<file path="config.mk">
export PLATFORM = sky130hd
export DESIGN_NAME = exec_core
export DESIGN_NICKNAME = d
export VERILOG_FILES = /design/src/hw/exec_core.v
export VERILOG_INCLUDE_DIRS = /design/src /design/src/hw
export SDC_FILE = /design/constraint.sdc
export NUM_CORES = 1
export LEC_CHECK = 0
export ABC_AREA = 1
export BUFFER_PORTS_ARGS = -buffer_cell sky130_fd_sc_hd__buf_2
export CORE_MARGIN = 1.5
export CORE_UTILIZATION = 54
export CTS_BUF_LIST = sky130_fd_sc_hd__clkbuf_16
export CTS_CLUSTER_DIAMETER = 80
export DETAILED_ROUTE_END_ITERATION = 12
export MAX_ROUTING_LAYER = met4
export PLACE_DENSITY = 0.81
export SKIP_CTS_REPAIR_TIMING = 1
export SYNTH_ARGS = -nofsm -noshare
export SYNTH_HDL_FRONTEND = slang
export SYNTH_SLANG_ARGS = --single-unit
</file>
<file path="constraint.sdc">
create_clock -name ref_clk -period 3 [get_ports ref_clk]
set_input_delay 0.15 -clock ref_clk [delete_from_list [all_inputs] [get_ports ref_clk]]
set_output_delay 0.15 -clock ref_clk [all_outputs]
set_load 0.05 [all_outputs]
</file>
<file path="src/hw/exec_core_defines.vh">
// constants for the instruction subset execution core
// How it works
// - halt sets powerdown flag, clears watchdog expiry
// - increment byte; zero flag only
// - jump loads address, two cycles, no flags
// - moves copy bytes, flags untouched
// - no-op only advances program counter
// - or into accumulator or memory, zero flag
// - return pops counter; immediate form loads accumulator
// - interrupt return pops, enables, pending serviced first
// - rotate left, bit7 into bit0, no flags
// - rotate left through carry, carry only
// - rotate right, bit0 into bit7, no flags
// - rotate right through carry, carry only
// - borrow subtract updates arithmetic flags
// - carry cleared on negative, set otherwise
// - decrement memory, skip on zero, two cycles when skipping
// - accumulator decrement form, memory kept, skip zero
// - byte set writes all ones, no flags
// - bit set forces only selected bit
// - halt stops execution, clock off, watchdog cleared
`ifndef EXEC_CORE_DEFINES_VH
`define EXEC_CORE_DEFINES_VH

// instruction word fields
`define OPC_MSB 15
`define OPC_LSB 11
`define BIT_MSB 10
`define BIT_LSB 8
`define ARG_MSB 7
`define ARG_LSB 0
`define JADDR_MSB 10

// opcodes
`define OP_NOP 5'h00
`define OP_HALT 5'h01
`define OP_INC 5'h02
`define OP_INCA 5'h03
`define OP_JMP 5'h04
`define OP_MOV_AM 5'h05
`define OP_MOV_AX 5'h06
`define OP_MOV_MA 5'h07
`define OP_OR_AM 5'h08
`define OP_OR_AX 5'h09
`define OP_ORM 5'h0a
`define OP_RET 5'h0b
`define OP_RET_AX 5'h0c
`define OP_INTERRUPT_RETURN 5'h0d
`define OP_RL 5'h0e
`define OP_RLA 5'h0f
`define OP_RLC 5'h10
`define OP_RLCA 5'h11
`define OP_RR 5'h12
`define OP_RRA 5'h13
`define OP_RRC 5'h14
`define OP_RRCA 5'h15
`define OP_SBC_AM 5'h16
`define OP_SBC_AX 5'h17
`define OP_BORROW_SUBTRACT_TO_MEMORY 5'h18
`define OP_SDZ 5'h19
`define OP_DECREMENT_SKIP_TO_ACCUMULATOR 5'h1a
`define OP_SET 5'h1b
`define OP_SETB 5'h1c

// status byte bit positions
`define ST_C 0
`define ST_AC 1
`define ST_Z 2
`define ST_OV 3
`define ST_PDF 4
`define ST_TO 5
`define ST_SC 6
`define ST_CZ 7

// register port offsets and reset values
`define REG_ACC 2'h0
`define REG_STATUS 2'h1
`define REG_CTRL 2'h2
`define REG_PC 2'h3
`define RST_ACC 8'h00
`define RST_STATUS 8'h00
`define RST_PC 11'h000
`define IRQ_VECTOR 11'h004

`endif

</file>
<file path="src/hw/exec_core.v">
// execution core for a subset of an 8-bit microcontroller instruction set
`timescale 1ns/1ps
`include "exec_core_defines.vh"

module exec_core #(
  parameter PC_W = 11,          // program counter width
  parameter STACK_DEPTH = 8,    // return stack entries
  parameter SP_W = 3            // stack pointer width
) (
  input wire ref_clk,                 // system clock, 50 MHz
  input wire sys_rst,                 // synchronous reset, active high
  input wire clk_en,                  // freezes all state while low
  output reg [PC_W-1:0] prog_addr,    // program memory address
  input wire [15:0] prog_data,        // program word, async read
  output reg [7:0] dmem_addr,         // data memory address
  input wire [7:0] dmem_rdata,        // data memory byte, async read
  output reg [7:0] dmem_wdata,        // data memory write byte
  output reg dmem_we,                 // data memory write, one cycle
  input wire irq_req,                 // pending interrupt, same clock
  output reg irq_ack,                 // interrupt taken, one cycle
  input wire wake_pin,                // wake from power-down, async pin
  output reg sys_clk_off,             // system clock gated off
  output reg wdt_clear,               // watchdog and prescaler clear pulse
  output reg instr_done,              // end of an instruction cycle
  output reg [7:0] acc,               // accumulator
  output reg [7:0] status,            // status flags
  output reg master_interrupt_enable, // global interrupt enable
  input wire [1:0] reg_addr,          // register port address
  input wire [7:0] reg_wdata,         // register port write data
  input wire reg_wr,                  // register port write strobe
  input wire reg_rd,                  // register port read strobe
  output reg [7:0] reg_rdata          // read data, cycle after strobe
);

  // each instruction takes three clocks: fetch puts the counter on the
  // program address, decode latches the word and presents the data
  // address, execute reads the data byte and commits every result.
  // the data store is read combinationally, so the operand is only
  // valid once the address from decode has settled; the write lands
  // one clock after execute, a clock later than accumulator and flags.
  // jumps and taken skips add a whole dummy cycle rather than a shorter
  // bubble: it keeps one timing shape for every cycle, at the cost of
  // two clocks more than a pipelined fetch would need.
  // the stack wraps silently; a ninth nested entry overwrites the first.
  // unknown opcodes behave as no-ops and never touch memory or flags.
  // clk_en low freezes every flop, the wake synchroniser included.

  // sequencer states: one instruction cycle is fetch, decode, execute
  localparam [1:0] S_FETCH = 2'b00;
  localparam [1:0] S_DECODE = 2'b01;
  localparam [1:0] S_EXEC = 2'b10;
  localparam [1:0] S_HALT = 2'b11;

  reg [1:0] state;              // sequencer state
  reg [PC_W-1:0] pc;            // program counter
  reg [15:0] instr;             // latched instruction word
  reg squash;                   // current cycle is a dummy cycle
  reg [PC_W-1:0] stack [0:STACK_DEPTH-1]; // return addresses
  reg [SP_W-1:0] sp;            // next free stack slot
  reg wake_s1;                  // wake synchroniser, first stage
  reg wake_s2;                  // wake synchroniser, second stage

  wire [4:0] op = instr[`OPC_MSB:`OPC_LSB];
  wire [2:0] bit_sel = instr[`BIT_MSB:`BIT_LSB];
  wire [7:0] imm = instr[`ARG_MSB:`ARG_LSB];
  wire carry = status[`ST_C];

  // one-hot mask of the selected bit
  function [7:0] bit_mask;
    input [2:0] idx;
    begin
      bit_mask = 8'h01 << idx;
    end
  endfunction

  // immediate forms take the operand from the instruction word
  function is_imm;
    input [4:0] code;
    begin
      is_imm = (code == `OP_MOV_AX) || (code == `OP_OR_AX) ||
               (code == `OP_SBC_AX) || (code == `OP_RET_AX);
    end
  endfunction

  wire [7:0] opnd = is_imm(op) ? imm : dmem_rdata;

  // subtract datapath: acc - operand - not carry, borrow in bit 8
  wire [8:0] sub_full = {1'b0, acc} - {1'b0, opnd} - {8'h00, ~carry};
  wire [4:0] sub_low = {1'b0, acc[3:0]} - {1'b0, opnd[3:0]} - {4'h0, ~carry};

  reg [7:0] res;      // result byte
  reg to_acc;         // result goes to accumulator
  reg to_mem;         // result goes to data memory
  reg upd_z;          // zero flag is updated
  reg upd_c;          // carry flag is updated
  reg new_c;          // next carry value
  reg arith;          // full subtract flag set is updated
  reg skip;           // skip the following instruction

  // the result byte is worked out for every opcode in one place, and the
  // sequencer only decides where it goes; control opcodes other than the
  // immediate return fall through to the default branch, all enables low.
  // the accumulator forms share the memory forms' datapath and differ
  // only in the destination, which keeps the rotate logic in one copy.
  // carry is read from the status byte before execute updates it, so a
  // chain of carry rotates sees each previous result.
  // result and flag selection per opcode
  always @* begin
    res = 8'h00;
    to_acc = 1'b0;
    to_mem = 1'b0;
    upd_z = 1'b0;
    upd_c = 1'b0;
    new_c = carry;
    arith = 1'b0;
    skip = 1'b0;
    case (op)
      `OP_INC, `OP_INCA: begin
        res = dmem_rdata + 8'h01;
        to_mem = (op == `OP_INC);
        to_acc = (op == `OP_INCA);       // memory left alone
        upd_z = 1'b1;
      end
      `OP_MOV_AM, `OP_MOV_AX: begin
        res = opnd;
        to_acc = 1'b1;
      end
      `OP_MOV_MA: begin
        res = acc;
        to_mem = 1'b1;
      end
      `OP_OR_AM, `OP_OR_AX, `OP_ORM: begin
        res = acc | opnd;
        to_mem = (op == `OP_ORM);
        to_acc = (op != `OP_ORM);
        upd_z = 1'b1;
      end
      `OP_RET_AX: begin
        res = imm;
        to_acc = 1'b1;
      end
      `OP_RL, `OP_RLA: begin
        res = {dmem_rdata[6:0], dmem_rdata[7]};
        to_mem = (op == `OP_RL);
        to_acc = (op == `OP_RLA);
      end
      `OP_RLC, `OP_RLCA: begin
        res = {dmem_rdata[6:0], carry};
        new_c = dmem_rdata[7];
        upd_c = 1'b1;
        to_mem = (op == `OP_RLC);
        to_acc = (op == `OP_RLCA);
      end
      `OP_RR, `OP_RRA: begin
        res = {dmem_rdata[0], dmem_rdata[7:1]};
        to_mem = (op == `OP_RR);
        to_acc = (op == `OP_RRA);
      end
      `OP_RRC, `OP_RRCA: begin
        res = {carry, dmem_rdata[7:1]};
        new_c = dmem_rdata[0];
        upd_c = 1'b1;
        to_mem = (op == `OP_RRC);
        to_acc = (op == `OP_RRCA);
      end
      `OP_SBC_AM, `OP_SBC_AX, `OP_BORROW_SUBTRACT_TO_MEMORY: begin
        res = sub_full[7:0];
        to_mem = (op == `OP_BORROW_SUBTRACT_TO_MEMORY);
        to_acc = (op != `OP_BORROW_SUBTRACT_TO_MEMORY);
        arith = 1'b1;
        upd_z = 1'b1;
        upd_c = 1'b1;
        new_c = ~sub_full[8];            // borrow means negative
      end
      `OP_SDZ, `OP_DECREMENT_SKIP_TO_ACCUMULATOR: begin
        res = dmem_rdata - 8'h01;
        to_mem = (op == `OP_SDZ);
        to_acc = (op == `OP_DECREMENT_SKIP_TO_ACCUMULATOR);       // memory kept
        skip = (res == 8'h00);
      end
      `OP_SET: begin
        res = 8'hff;
        to_mem = 1'b1;
      end
      `OP_SETB: begin
        res = dmem_rdata | bit_mask(bit_sel); // other bits kept
        to_mem = 1'b1;
      end
      default: begin
        res = 8'h00;                     // no-op and control opcodes
      end
    endcase
  end

  // the wake pin is asynchronous to the core clock; only the second
  // stage is read, so a metastable first stage never reaches the
  // sequencer. the two clocks of latency are harmless while halted.
  // the stages reset low so a released reset does not fake a wake.
  // wake pin crosses in through two flops before use
  always @(posedge ref_clk) begin
    if (sys_rst) begin
      wake_s1 <= 1'b0;
      wake_s2 <= 1'b0;
    end else if (clk_en) begin
      wake_s1 <= wake_pin;
      wake_s2 <= wake_s1;
    end
  end

  // the read port returns zero outside the answer cycle, so a master
  // that samples one cycle late sees an obviously wrong value instead
  // of stale data that might look plausible.
  // only the low byte of the counter is visible through the port.
  // register port read: data stands only in the cycle after the strobe
  always @(posedge ref_clk) begin
    if (sys_rst) begin
      reg_rdata <= 8'h00;
    end else if (clk_en) begin
      if (reg_rd) begin
        case (reg_addr)
          `REG_ACC: reg_rdata <= acc;
          `REG_STATUS: reg_rdata <= status;
          `REG_CTRL: reg_rdata <= {6'h00, sys_clk_off, master_interrupt_enable};
          `REG_PC: reg_rdata <= pc[7:0];
          default: reg_rdata <= 8'h00;
        endcase
      end else begin
        reg_rdata <= 8'h00;
      end
    end
  end

  // software writes to the accumulator, status and enable share this
  // process with the core, because each register may only have one
  // driver; the core's assignments come later in the process and so
  // take priority when both touch a register in the same clock.
  // interrupt entry costs one extra fetch clock: the push, vector load
  // and enable clear happen there, and the fetch repeats afterwards.
  // while halted the data outputs hold their last values; only the
  // clock-off flag changes when the core wakes.
  // sequencer, program counter, stack, accumulator and flags
  always @(posedge ref_clk) begin
    if (sys_rst) begin
      state <= S_FETCH;
      pc <= `RST_PC;
      prog_addr <= `RST_PC;
      instr <= 16'h0000;
      squash <= 1'b0;
      sp <= {SP_W{1'b0}};
      dmem_addr <= 8'h00;
      dmem_wdata <= 8'h00;
      dmem_we <= 1'b0;
      irq_ack <= 1'b0;
      sys_clk_off <= 1'b0;
      wdt_clear <= 1'b0;
      instr_done <= 1'b0;
      acc <= `RST_ACC;
      status <= `RST_STATUS;
      master_interrupt_enable <= 1'b0;
    end else if (clk_en) begin
      dmem_we <= 1'b0;
      irq_ack <= 1'b0;
      wdt_clear <= 1'b0;
      instr_done <= 1'b0;
      // software writes land first so the core's own updates win
      if (reg_wr) begin
        case (reg_addr)
          `REG_ACC: acc <= reg_wdata;
          `REG_STATUS: status <= reg_wdata;
          `REG_CTRL: master_interrupt_enable <= reg_wdata[0];
          default: acc <= acc;
        endcase
      end
      case (state)
        S_FETCH: begin
          // interrupts are taken only at a real instruction boundary,
          // so a pending one runs before the code a return restored
          if (!squash && master_interrupt_enable && irq_req) begin
            stack[sp] <= pc;
            sp <= sp + 1'b1;
            pc <= `IRQ_VECTOR;
            prog_addr <= `IRQ_VECTOR;
            master_interrupt_enable <= 1'b0;
            irq_ack <= 1'b1;
          end else begin
            prog_addr <= pc;
            state <= S_DECODE;
          end
        end
        S_DECODE: begin
          if (squash) begin
            instr <= 16'h0000;                  // dummy cycle carries a no-op
          end else begin
            instr <= prog_data;
            pc <= pc + 1'b1;
            dmem_addr <= prog_data[`ARG_MSB:`ARG_LSB];
          end
          state <= S_EXEC;
        end
        S_EXEC: begin
          instr_done <= 1'b1;
          squash <= 1'b0;
          state <= S_FETCH;
          if (!squash) begin
            if (to_acc) begin
              acc <= res;
            end
            if (to_mem) begin
              dmem_wdata <= res;
              dmem_we <= 1'b1;
            end
            if (upd_z) begin
              status[`ST_Z] <= (res == 8'h00);
            end
            if (upd_c) begin
              status[`ST_C] <= new_c;
            end
            if (arith) begin
              status[`ST_AC] <= ~sub_low[4];
              status[`ST_OV] <= (acc[7] ^ opnd[7]) & (acc[7] ^ res[7]);
              status[`ST_SC] <= ((acc[7] ^ opnd[7]) & (acc[7] ^ res[7])) ^ res[7];
              status[`ST_CZ] <= (res == 8'h00) & status[`ST_CZ];
            end
            if (skip) begin
              squash <= 1'b1;                   // next word becomes a dummy
              pc <= pc + 1'b1;
            end
            case (op)
              `OP_JMP: begin
                pc <= instr[`JADDR_MSB:0];
                squash <= 1'b1;                 // dummy while loading
              end
              `OP_RET, `OP_RET_AX: begin
                pc <= stack[sp - 1'b1];
                sp <= sp - 1'b1;
              end
              `OP_INTERRUPT_RETURN: begin
                pc <= stack[sp - 1'b1];
                sp <= sp - 1'b1;
                master_interrupt_enable <= 1'b1;
              end
              `OP_HALT: begin
                status[`ST_PDF] <= 1'b1;
                status[`ST_TO] <= 1'b0;
                wdt_clear <= 1'b1;
                sys_clk_off <= 1'b1;
                state <= S_HALT;
              end
              default: begin
                state <= S_FETCH;
              end
            endcase
          end
        end
        S_HALT: begin
          // contents are held; only a wake or an enabled interrupt resumes
          // a pending interrupt with the enable set also ends the halt;
          // it is then taken at the next fetch, before the next word.
          // the counter already points past the halt word, so a plain
          // wake-up resumes with the following instruction.
          // the gate itself lies outside; this core keeps its own clock.
          if (wake_s2 || (master_interrupt_enable && irq_req)) begin
            sys_clk_off <= 1'b0;
            state <= S_FETCH;
          end
        end
        default: begin
          state <= S_FETCH;
        end
      endcase
    end
  end

endmodule // exec_core

</file>
==> results of run 1 <==
==> cells by family after synthesis <==
kind of cell / Yosys count / synth area share
AOI/OAI and AO/OA: 315 / 0.179
xor gates and xnor gates: 10 / 0.00871
adders and majority gates: 32 / 0.0413
buffers and inverters: 191 / 0.0731
DFF: 180 / 0.446
muxes: 1 / 0.000996
and+or+nand+nor: 593 / 0.251
==> through the flow <==
| stage | setup TNS [ps] | worst slack [ps] | hold slack [ps] | power, W | util |
|---|---|---|---|---|---|
| CTS | -1430 | -221 | -64.7 | 0.00602 | 0.659 |
| detailed placement | -1110 | -178 | 394 | 0.00371 | 0.625 |
| global placement | -435 | -99.5 | 383 | 0.00370 | 0.625 |
| finish | -993 | -223 | -8.57 | 0.00611 | 0.684 |
| global route | -3390 | -435 | -14.2 | 0.00631 | 0.684 |
| floorplan | 0 | 11.2 | 285 | 0.00338 | - |
==> final cells by class <==
cell class	count	area share
Sequential cell	180	0.364
Clock buffer	18	0.0364
Multi-Input combinational cell	951	0.415
Timing Repair Buffer	203	0.106
Tap cell	229	0.0232
Clock inverter	14	0.0144
Inverter	136	0.0415
==> cells in the final DEF (no fill, tap or decap), drive strengths merged, types with 20 or more instances in the layout <==
master and n:
inv 142, nand3 93, nand2 302, buf 195, o221ai 21, dfxtp 92
a21oi 100, o21ai 140, o211ai 20, edfxtp 88, ha 30, nor2 157
==> critical path: cells and delay by family, from the launching register on <==
kind,cells,cell delay (ps)
buffers and inverters,3,170
AND/OR/NAND/NOR,16,1380
adder cells (fa/ha/maj),2,750
AO/OA/AOI/OAI,3,470
flip-flops,1,370
==> flip-flops by register name (all words and copies together), names as in the netlist <==
name,cells
stack,88
reg_rdata,8
wdt_clear,1
dmem_wdata,8
acc,8
status,8
master_interrupt_enable,1
irq_ack,1
sp,3
wake_s2,1
dmem_we,1
pc,11
instr_done,1
instr,16
squash,1
sys_clk_off,1
dmem_addr,8
wake_s1,1
state,2
prog_addr,11
==> power by group <==
group / switching, W / internal [W] / leakage [nW]
clock network: 0.00109 / 0.00125 / 0.304
registers: 0.0000783 / 0.00265 / 1.57
logic: 0.000692 / 0.000351 / 3.40
==> routing by layer <==
layer / global-route usage / routed length [um] / vias up
met1: 0.434 / 12800 / 4817
met2: 0.537 / 15300 / 613
met5: - / 0 / -
met3: 0.0551 / 3130 / 102
met4: 0.131 / 1340 / 0
li1: - / - / 4830
==> worst max-delay path by stage <==
stage,start,endpoint,slack [ps],depth (start not counted)
after CTS,instr[14],status[7],-220,24
after global routing,instr[14],status[7],-430,24
after detailed placement,instr[14],status[7],-180,24
after global placement,instr[13],status[7],-100,23
final,instr[14],status[7],-220,24
after floorplan,instr[15],status[7],10,26
==> metrics.yaml, run 1 <==
sta:
  rsz0062_at_grt: "yes"
  min_period_ps: 3220
  finalCritPeriodShare: 1.07
  drv_slew: 0
  setup_viol_count_final: 9
  fin_ws_ps: -223
  final_hold_viol_count: 3
  tightest_slew_ps: 787
  fmax_ghz: 0.310
  clock_skew_ps: 11.8
  hold_slack_ps: -8.57
  slew_headroom: 0.475
detailed_routing:
  wl_per_cell_um: 18.8
  final_antenna_net_count: 0
  totalWireLength_mm: 32.6
  vias: 10400
  drtPass1Iterations: 7
  drc: 0
  drtIter0Drc: 1290
  vias_per_cell: 5.99
die:
  start_util: 0.556
  io-pin-count: 98
  die_area_mm2: 0.0194
  rows: 49
  dieWidth_um: 139
  core_area_mm2: 0.0181
  fp.dieH_um: 139
critical_path:
  endpoint_kind: "flip-flop"
  cp.arrival_ps: 3600
  critPathMaxFanout: 6
  ff2ff_path_depth: 24
  critical_path_class: "reg -> reg"
  reg2reg_to: "status[7]"
  crit_path_start_kind: "flip-flop"
  cp_slowest_cell: "fa_2"
  worst_r2r_startpoint: "instr[14]"
  reg2reg_slack_ps: -220
  cpPeakStageDelay_ps: 590
  worstPathRequired_ps: 3380
  path_cells: "inv_4 -> nand2_4 -> nor3_4 -> nor2_4 -> nand2_4 -> nand2_4 -> nand2_2 -> inv_2 -> fa_2 -> inv_2 -> ha_4 -> o21ai_4 -> nand2_2 -> a21oi_2 -> nand2_1 -> nand3_1 -> nand2_1 -> nor2_2 -> nand2_1 -> nor2_2 -> nand3_1 -> nand2_1 -> nand2_1 -> a21oi_2"
  worst_path_most_repeated_cell: "nand2_1"
synth:
  postSynth.asyncResetShare: 0
  synth-edff-count: 88
  synth_cells: 1322
  synth-seq-cells: 180
  synth_cell_types: 46
  synth_area_mm2: 0.0101
  synth_top_cell_by_area: "edfxtp_1"
  synth_top_area_frac: 0.263
  synth_seq_area_share: 0.446
  synthFlopType: "dfxtp_1"
  synthTopCellsByCount: "nand2_1, nor2_1, o21ai_0, inv_1, a21oi_1"
  yosys-top-cells-area: "edfxtp_1, dfxtp_1, nand2_1"
  synth_nets: 1395
  synth_most_common_cell: "nand2_1"
  ys_warn_count: 0
  synth.avg_cell_area_um2: 7.60
final_layout:
  num-fill-cells: 1486
  stdcell_count: 1731
  multi_input_area_mm2: 0.00513
  finalInstanceArea_mm2: 0.0124
  antenna_cells: 0
  regArea_mm2: 0.00450
  layout-drive-gt1-share: 0.227
  syn2layout_area_growth_pct: 23.1
  final_nets: 1562
grt:
  grt_pass1_wl_mm: 49.5
  track_usage: 0.338
  grt_max_degree: 67
  grt.overflow.total: 0
  grt_pass1_vias: 9206
  antenna_found_initial: 0
power:
  ir_drop_uv: 432
  power_density_mw_per_mm2: 494
  p_leak_nw: 5.28
min_path:
  min_path_cells: 3
  hold_end: "instr[13]"
  min-delay-start: "prog_data[13]"
  hp-class: "in -> reg"
clock_network:
  cts_made_buffers: 17
  cts_max_path_buffers: 2
  worstSkewPairLatency_ps: 440
  clkSinkCount: 180
  cts_root_buf: "clkbuf_16"
  cts_tree: "yes"
  htreeDepth: 4
  clk_pin_slew_ps: 70
place:
  portBuffers: 97
  post-dp-hpwl_mm: 23.2
  placed_area_mm2: 0.0113
  globalplace.congestion: 1.03
  dp.cells: 1682
flow_run:
  drv_cap: 0
status:
  status: "finished with violations"
  violations: "negative hold slack, negative setup slack"
(Power assumes the default switching activity.)
==> run 2: changes to the inputs <==
- CORE_MARGIN: 1.5 -> 2
- PLACE_DENSITY: 0.81 -> unset
- PLACE_DENSITY_LB_ADDON: unset -> 0.1
==> metrics.yaml, run 2 (synthesized netlist as in run 1, its figures left out) <==
die:
  die_area_mm2: 0.0197
  core_area_mm2: 0.0181
  fp.dieH_um: 140
  start_util: 0.556
  io-pin-count: 98
  dieWidth_um: 140
  rows: 49
min_path:
  hp-class: "in -> reg"
critical_path:
  cpPeakStageDelay_ps: 400
  crit_path_start_kind: "flip-flop"
  critical_path_class: "reg -> reg"
  critPathMaxFanout: 7
  cp_slowest_cell: "dfxtp_4"
  endpoint_kind: "flip-flop"
  cp.arrival_ps: 3490
  path_cells: "nor2_4 -> inv_2 -> nor2_4 -> nor2_4 -> nand2_4 -> buf_4 -> buf_4 -> nand2_2 -> nand2_2 -> inv_1 -> ha_1 -> inv_2 -> ha_4 -> inv_2 -> o21ai_1 -> nand2_1 -> nand3_2 -> nand2_2 -> nand2_1 -> nand4_1 -> buf_4 -> o21ai_2 -> a21oi_1"
  worstPathRequired_ps: 3290
sta:
  tns_ps: -1040
  clock_skew_ps: 18.9
  drv_slew: 0
  fin_ws_ps: -195
  slew_headroom: 0.439
  final_hold_viol_count: 0
  rsz0062_at_grt: "yes"
  tightest_slew_ps: 840
  setup_viol_count_final: 13
  finalCritPeriodShare: 1.06
  min_period_ps: 3190
  fmax_ghz: 0.313
place:
  post-dp-hpwl_mm: 24.0
  globalplace.congestion: 1.02
  pre_cts_slack_ps: -284
  portBuffers: 97
grt:
  antenna_found_initial: 0
  grt_pass1_wl_mm: 49.7
  grt_max_degree: 68
  track_usage: 0.334
  grt.overflow.total: 0
  grt_pass1_vias: 9356
final_layout:
  final_nets: 1584
  antenna_cells: 0
  layout-drive-gt1-share: 0.231
  top_register: "stack"
  final_cell_mix: "nand2_1, nor2_1, o21ai_0, inv_1, buf_4"
  final_common_cell: "nand2_1"
  largest_register_ffs: 88
  top_regs: "stack (88), instr (16)"
  syn2layout_area_growth_pct: 24.5
  num-fill-cells: 1492
detailed_routing:
  drc: 0
  wl_per_cell_um: 18.7
  final_antenna_net_count: 0
  drtIter0Drc: 1083
  vias: 10200
  totalWireLength_mm: 32.8
  vias_per_cell: 5.83
  drtPass1Iterations: 6
clock_network:
  cts_root_buf: "clkbuf_16"
  htreeDepth: 4
  clkSinkCount: 180
  clk_pin_slew_ps: 80
  cts_max_path_buffers: 2
  cts_tree: "yes"
  cts_made_buffers: 17
  worstSkewPairLatency_ps: 440
power:
  p_leak_nw: 5.36
  ir_drop_uv: 400
  power_density_mw_per_mm2: 486
status:
  status: "finished with violations"
  violations: "negative setup slack"
flow_run:
  drv_cap: 0
run 2: final timing paths:
| kind | end | from | slack (ps) | depth (start not counted) |
|---|---|---|---|---|
| worst min register to register | dmem_addr[5] | dmem_addr[5] | 470 | 2 |
| worst max-delay path | acc[6] | instr[11] | -190 | 23 |
| worst min-delay path | dmem_addr[4] | prog_data[4] | 5 | 3 |
| worst max register to register | acc[6] | instr[11] | -190 | 23 |
run 2: metrics by stage:
step	cells	util	total power, W	cell area, um2	hold slack [ps]
finish	1753	0.692	0.00608	12500	4.66
detailed placement	1697	0.631	0.00372	11400	399
global route	1753	0.692	0.00628	12500	6.45
floorplan	1322	-	0.00338	10100	285
CTS	1729	0.665	0.00598	12000	-65.3
global placement	1697	0.631	0.00371	11400	382
run 2: cell type report:
| class | count | area, um2 | share of cell area |
|---|---|---|---|
| Timing Repair Buffer | 225 | 1480 | 0.119 |
| Clock inverter | 15 | 188 | 0.0150 |
| Multi-Input combinational cell | 951 | 5110 | 0.409 |
| Inverter | 136 | 518 | 0.0414 |
| Tap cell | 229 | 287 | 0.0229 |
| Clock buffer | 17 | 425 | 0.0340 |
| Sequential cell | 180 | 4500 | 0.360 |
run 2: per-layer routing:
layer | GRT usage | vias up | routed length, um
met5 | - | - | 0
met4 | 0.129 | 0 | 1330
met3 | 0.0591 | 92 | 2380
met2 | 0.556 | 508 | 16000
met1 | 0.407 | 4746 | 13100
li1 | - | 4874 | -
run 2: critical path, delay by kind of cell (launching register included):
kind / cells / cell delay, ps
AND/OR/NAND/NOR: 11 / 1080
buffers and inverters: 7 / 630
adder cells (fa/ha/maj): 2 / 570
flip-flops: 1 / 400
AO/OA/AOI/OAI: 3 / 350
run 2: where the power goes:
part | switching, W | internal [W]
Clock | 0.00109 | 0.00120
Sequential | 0.0000863 | 0.00265
Combinational | 0.000688 | 0.000364
==> run 3: changes to the inputs <==
- CORE_MARGIN: 2 -> 3
==> metrics.yaml, run 3 (synthesized netlist as in run 1, its figures left out) <==
flow_run:
  drv_cap: 0
power:
  ir_drop_uv: 384
  power_density_mw_per_mm2: 487
  p_leak_nw: 5.27
final_layout:
  final_nets: 1569
  finalInstanceArea_mm2: 0.0124
  layout-drive-gt1-share: 0.221
  num-fill-cells: 1578
  final_cell_mix: "nand2_1, nor2_1, o21ai_0, inv_1, buf_4"
  syn2layout_area_growth_pct: 23.3
  top_register: "stack"
  stdcell_count: 1738
  largest_register_ffs: 88
  multi_input_area_mm2: 0.00511
  top_regs: "stack (88), instr (16)"
  final_common_cell: "nand2_1"
  antenna_cells: 0
  regArea_mm2: 0.00450
  final_util: 0.683
detailed_routing:
  drc: 0
  drtIter0Drc: 1053
  wl_per_cell_um: 19.0
  totalWireLength_mm: 33.0
  vias_per_cell: 5.85
  final_antenna_net_count: 0
  drtPass1Iterations: 8
  vias: 10200
place:
  dp.cells: 1691
  portBuffers: 97
  placed_area_mm2: 0.0114
  post-dp-hpwl_mm: 23.9
  globalplace.congestion: 0.968
grt:
  antenna_found_initial: 0
  track_usage: 0.326
  grt_pass1_vias: 9198
  grt_pass1_wl_mm: 49.9
  grt_max_degree: 68
  grt.overflow.total: 0
status:
  status: "finished with violations"
  violations: "negative hold slack, negative setup slack"
critical_path:
  critPathMaxFanout: 5
  worst_path_most_repeated_cell: "nand2_1"
  cpPeakStageDelay_ps: 590
  path_cells: "inv_4 -> nand2_8 -> nor3_4 -> nor2_4 -> nand2_4 -> nand2_4 -> nand2_2 -> inv_2 -> fa_2 -> inv_2 -> ha_4 -> o21ai_4 -> nand2_2 -> a21oi_2 -> nand2_1 -> nand3_1 -> nand2_1 -> nor2_2 -> nand2_1 -> nor2_2 -> nand3_1 -> nand2_1 -> nand2_1 -> a21oi_1"
  cp.arrival_ps: 3490
  cp_slowest_cell: "fa_2"
  crit_path_start_kind: "flip-flop"
  worstPathRequired_ps: 3370
  endpoint_kind: "flip-flop"
  critical_path_class: "reg -> reg"
die:
  die_area_mm2: 0.0203
  io-pin-count: 98
  rows: 49
  fp.dieH_um: 142
  start_util: 0.554
  dieWidth_um: 142
  core_area_mm2: 0.0181
sta:
  clock_skew_ps: 15.3
  fmax_ghz: 0.320
  min_period_ps: 3120
  hold_slack_ps: -4.43
  finalCritPeriodShare: 1.04
  final_hold_viol_count: 2
  tightest_slew_ps: 815
  drv_slew: 0
  rsz0062_at_grt: "yes"
  fin_ws_ps: -121
  slew_headroom: 0.456
  setup_viol_count_final: 7
clock_network:
  cts_tree: "yes"
  cts_root_buf: "clkbuf_16"
  cts_made_buffers: 17
  clkSinkCount: 180
  cts_max_path_buffers: 2
  clk_pin_slew_ps: 90
  worstSkewPairLatency_ps: 440
  htreeDepth: 4
min_path:
  hp-class: "in -> reg"
run 3: changes by cell type in the layout (fill, tap and decap cells not counted), moves of 2 or more:
cell | previous run | this run
buf_4 | 115 | 100
a21oi_1 | 94 | 96
a21oi_2 | 6 | 4
inv_2 | 15 | 17
inv_6 | 3 | 1
inv_8 | 3 | 5
run 3: path summary, 6_finish.rpt:
kind / start / endpoint / slack (ps) / cells after the start
hold reg to reg: dmem_addr[7] / dmem_addr[7] / 460 / 2
setup reg to reg: instr[14] / status[7] / -120 / 24
hold / removal: prog_data[7] / dmem_addr[7] / -4 / 3
setup / recovery: instr[14] / status[7] / -120 / 24
run 3: critical path, delay by kind of cell, from the launching register on:
family / cells / cell delay, ps
adder cells (fa/ha/maj): 2 / 740
AND/OR/NAND/NOR: 16 / 1300
flip-flops: 1 / 390
buffers and inverters: 3 / 170
AO/OA/AOI/OAI: 3 / 430
run 3: layout make-up:
class,instances,area share
timing repair buffer,210,0.111
clock inverter,15,0.0145
sequential,180,0.363
inverter,136,0.0416
clock buffer,17,0.0343
multi-input combinational,951,0.413
tap,229,0.0231
run 3: where the power goes:
part           switching (W)  internal [W]
Sequential         0.0000845       0.00265
Combinational       0.000682      0.000352
Clock                0.00113       0.00113
run 3: through the flow:
stage	total power [W]	setup slack [ps]	setup TNS (ps)
2_1_floorplan	0.00338	11.2	0
3_3_place_gp	0.00371	-110	-422
3_5_place_dp	0.00372	-112	-642
4_1_cts	0.00595	-178	-1260
5_1_grt	0.00624	-419	-3560
6_report	0.00603	-121	-418
run 3: layer usage:
layer  part of all wire  GRT usage
met4              0.036      0.103
met1               0.40      0.420
met2               0.49      0.537
met3              0.075     0.0447
met5                  0          -
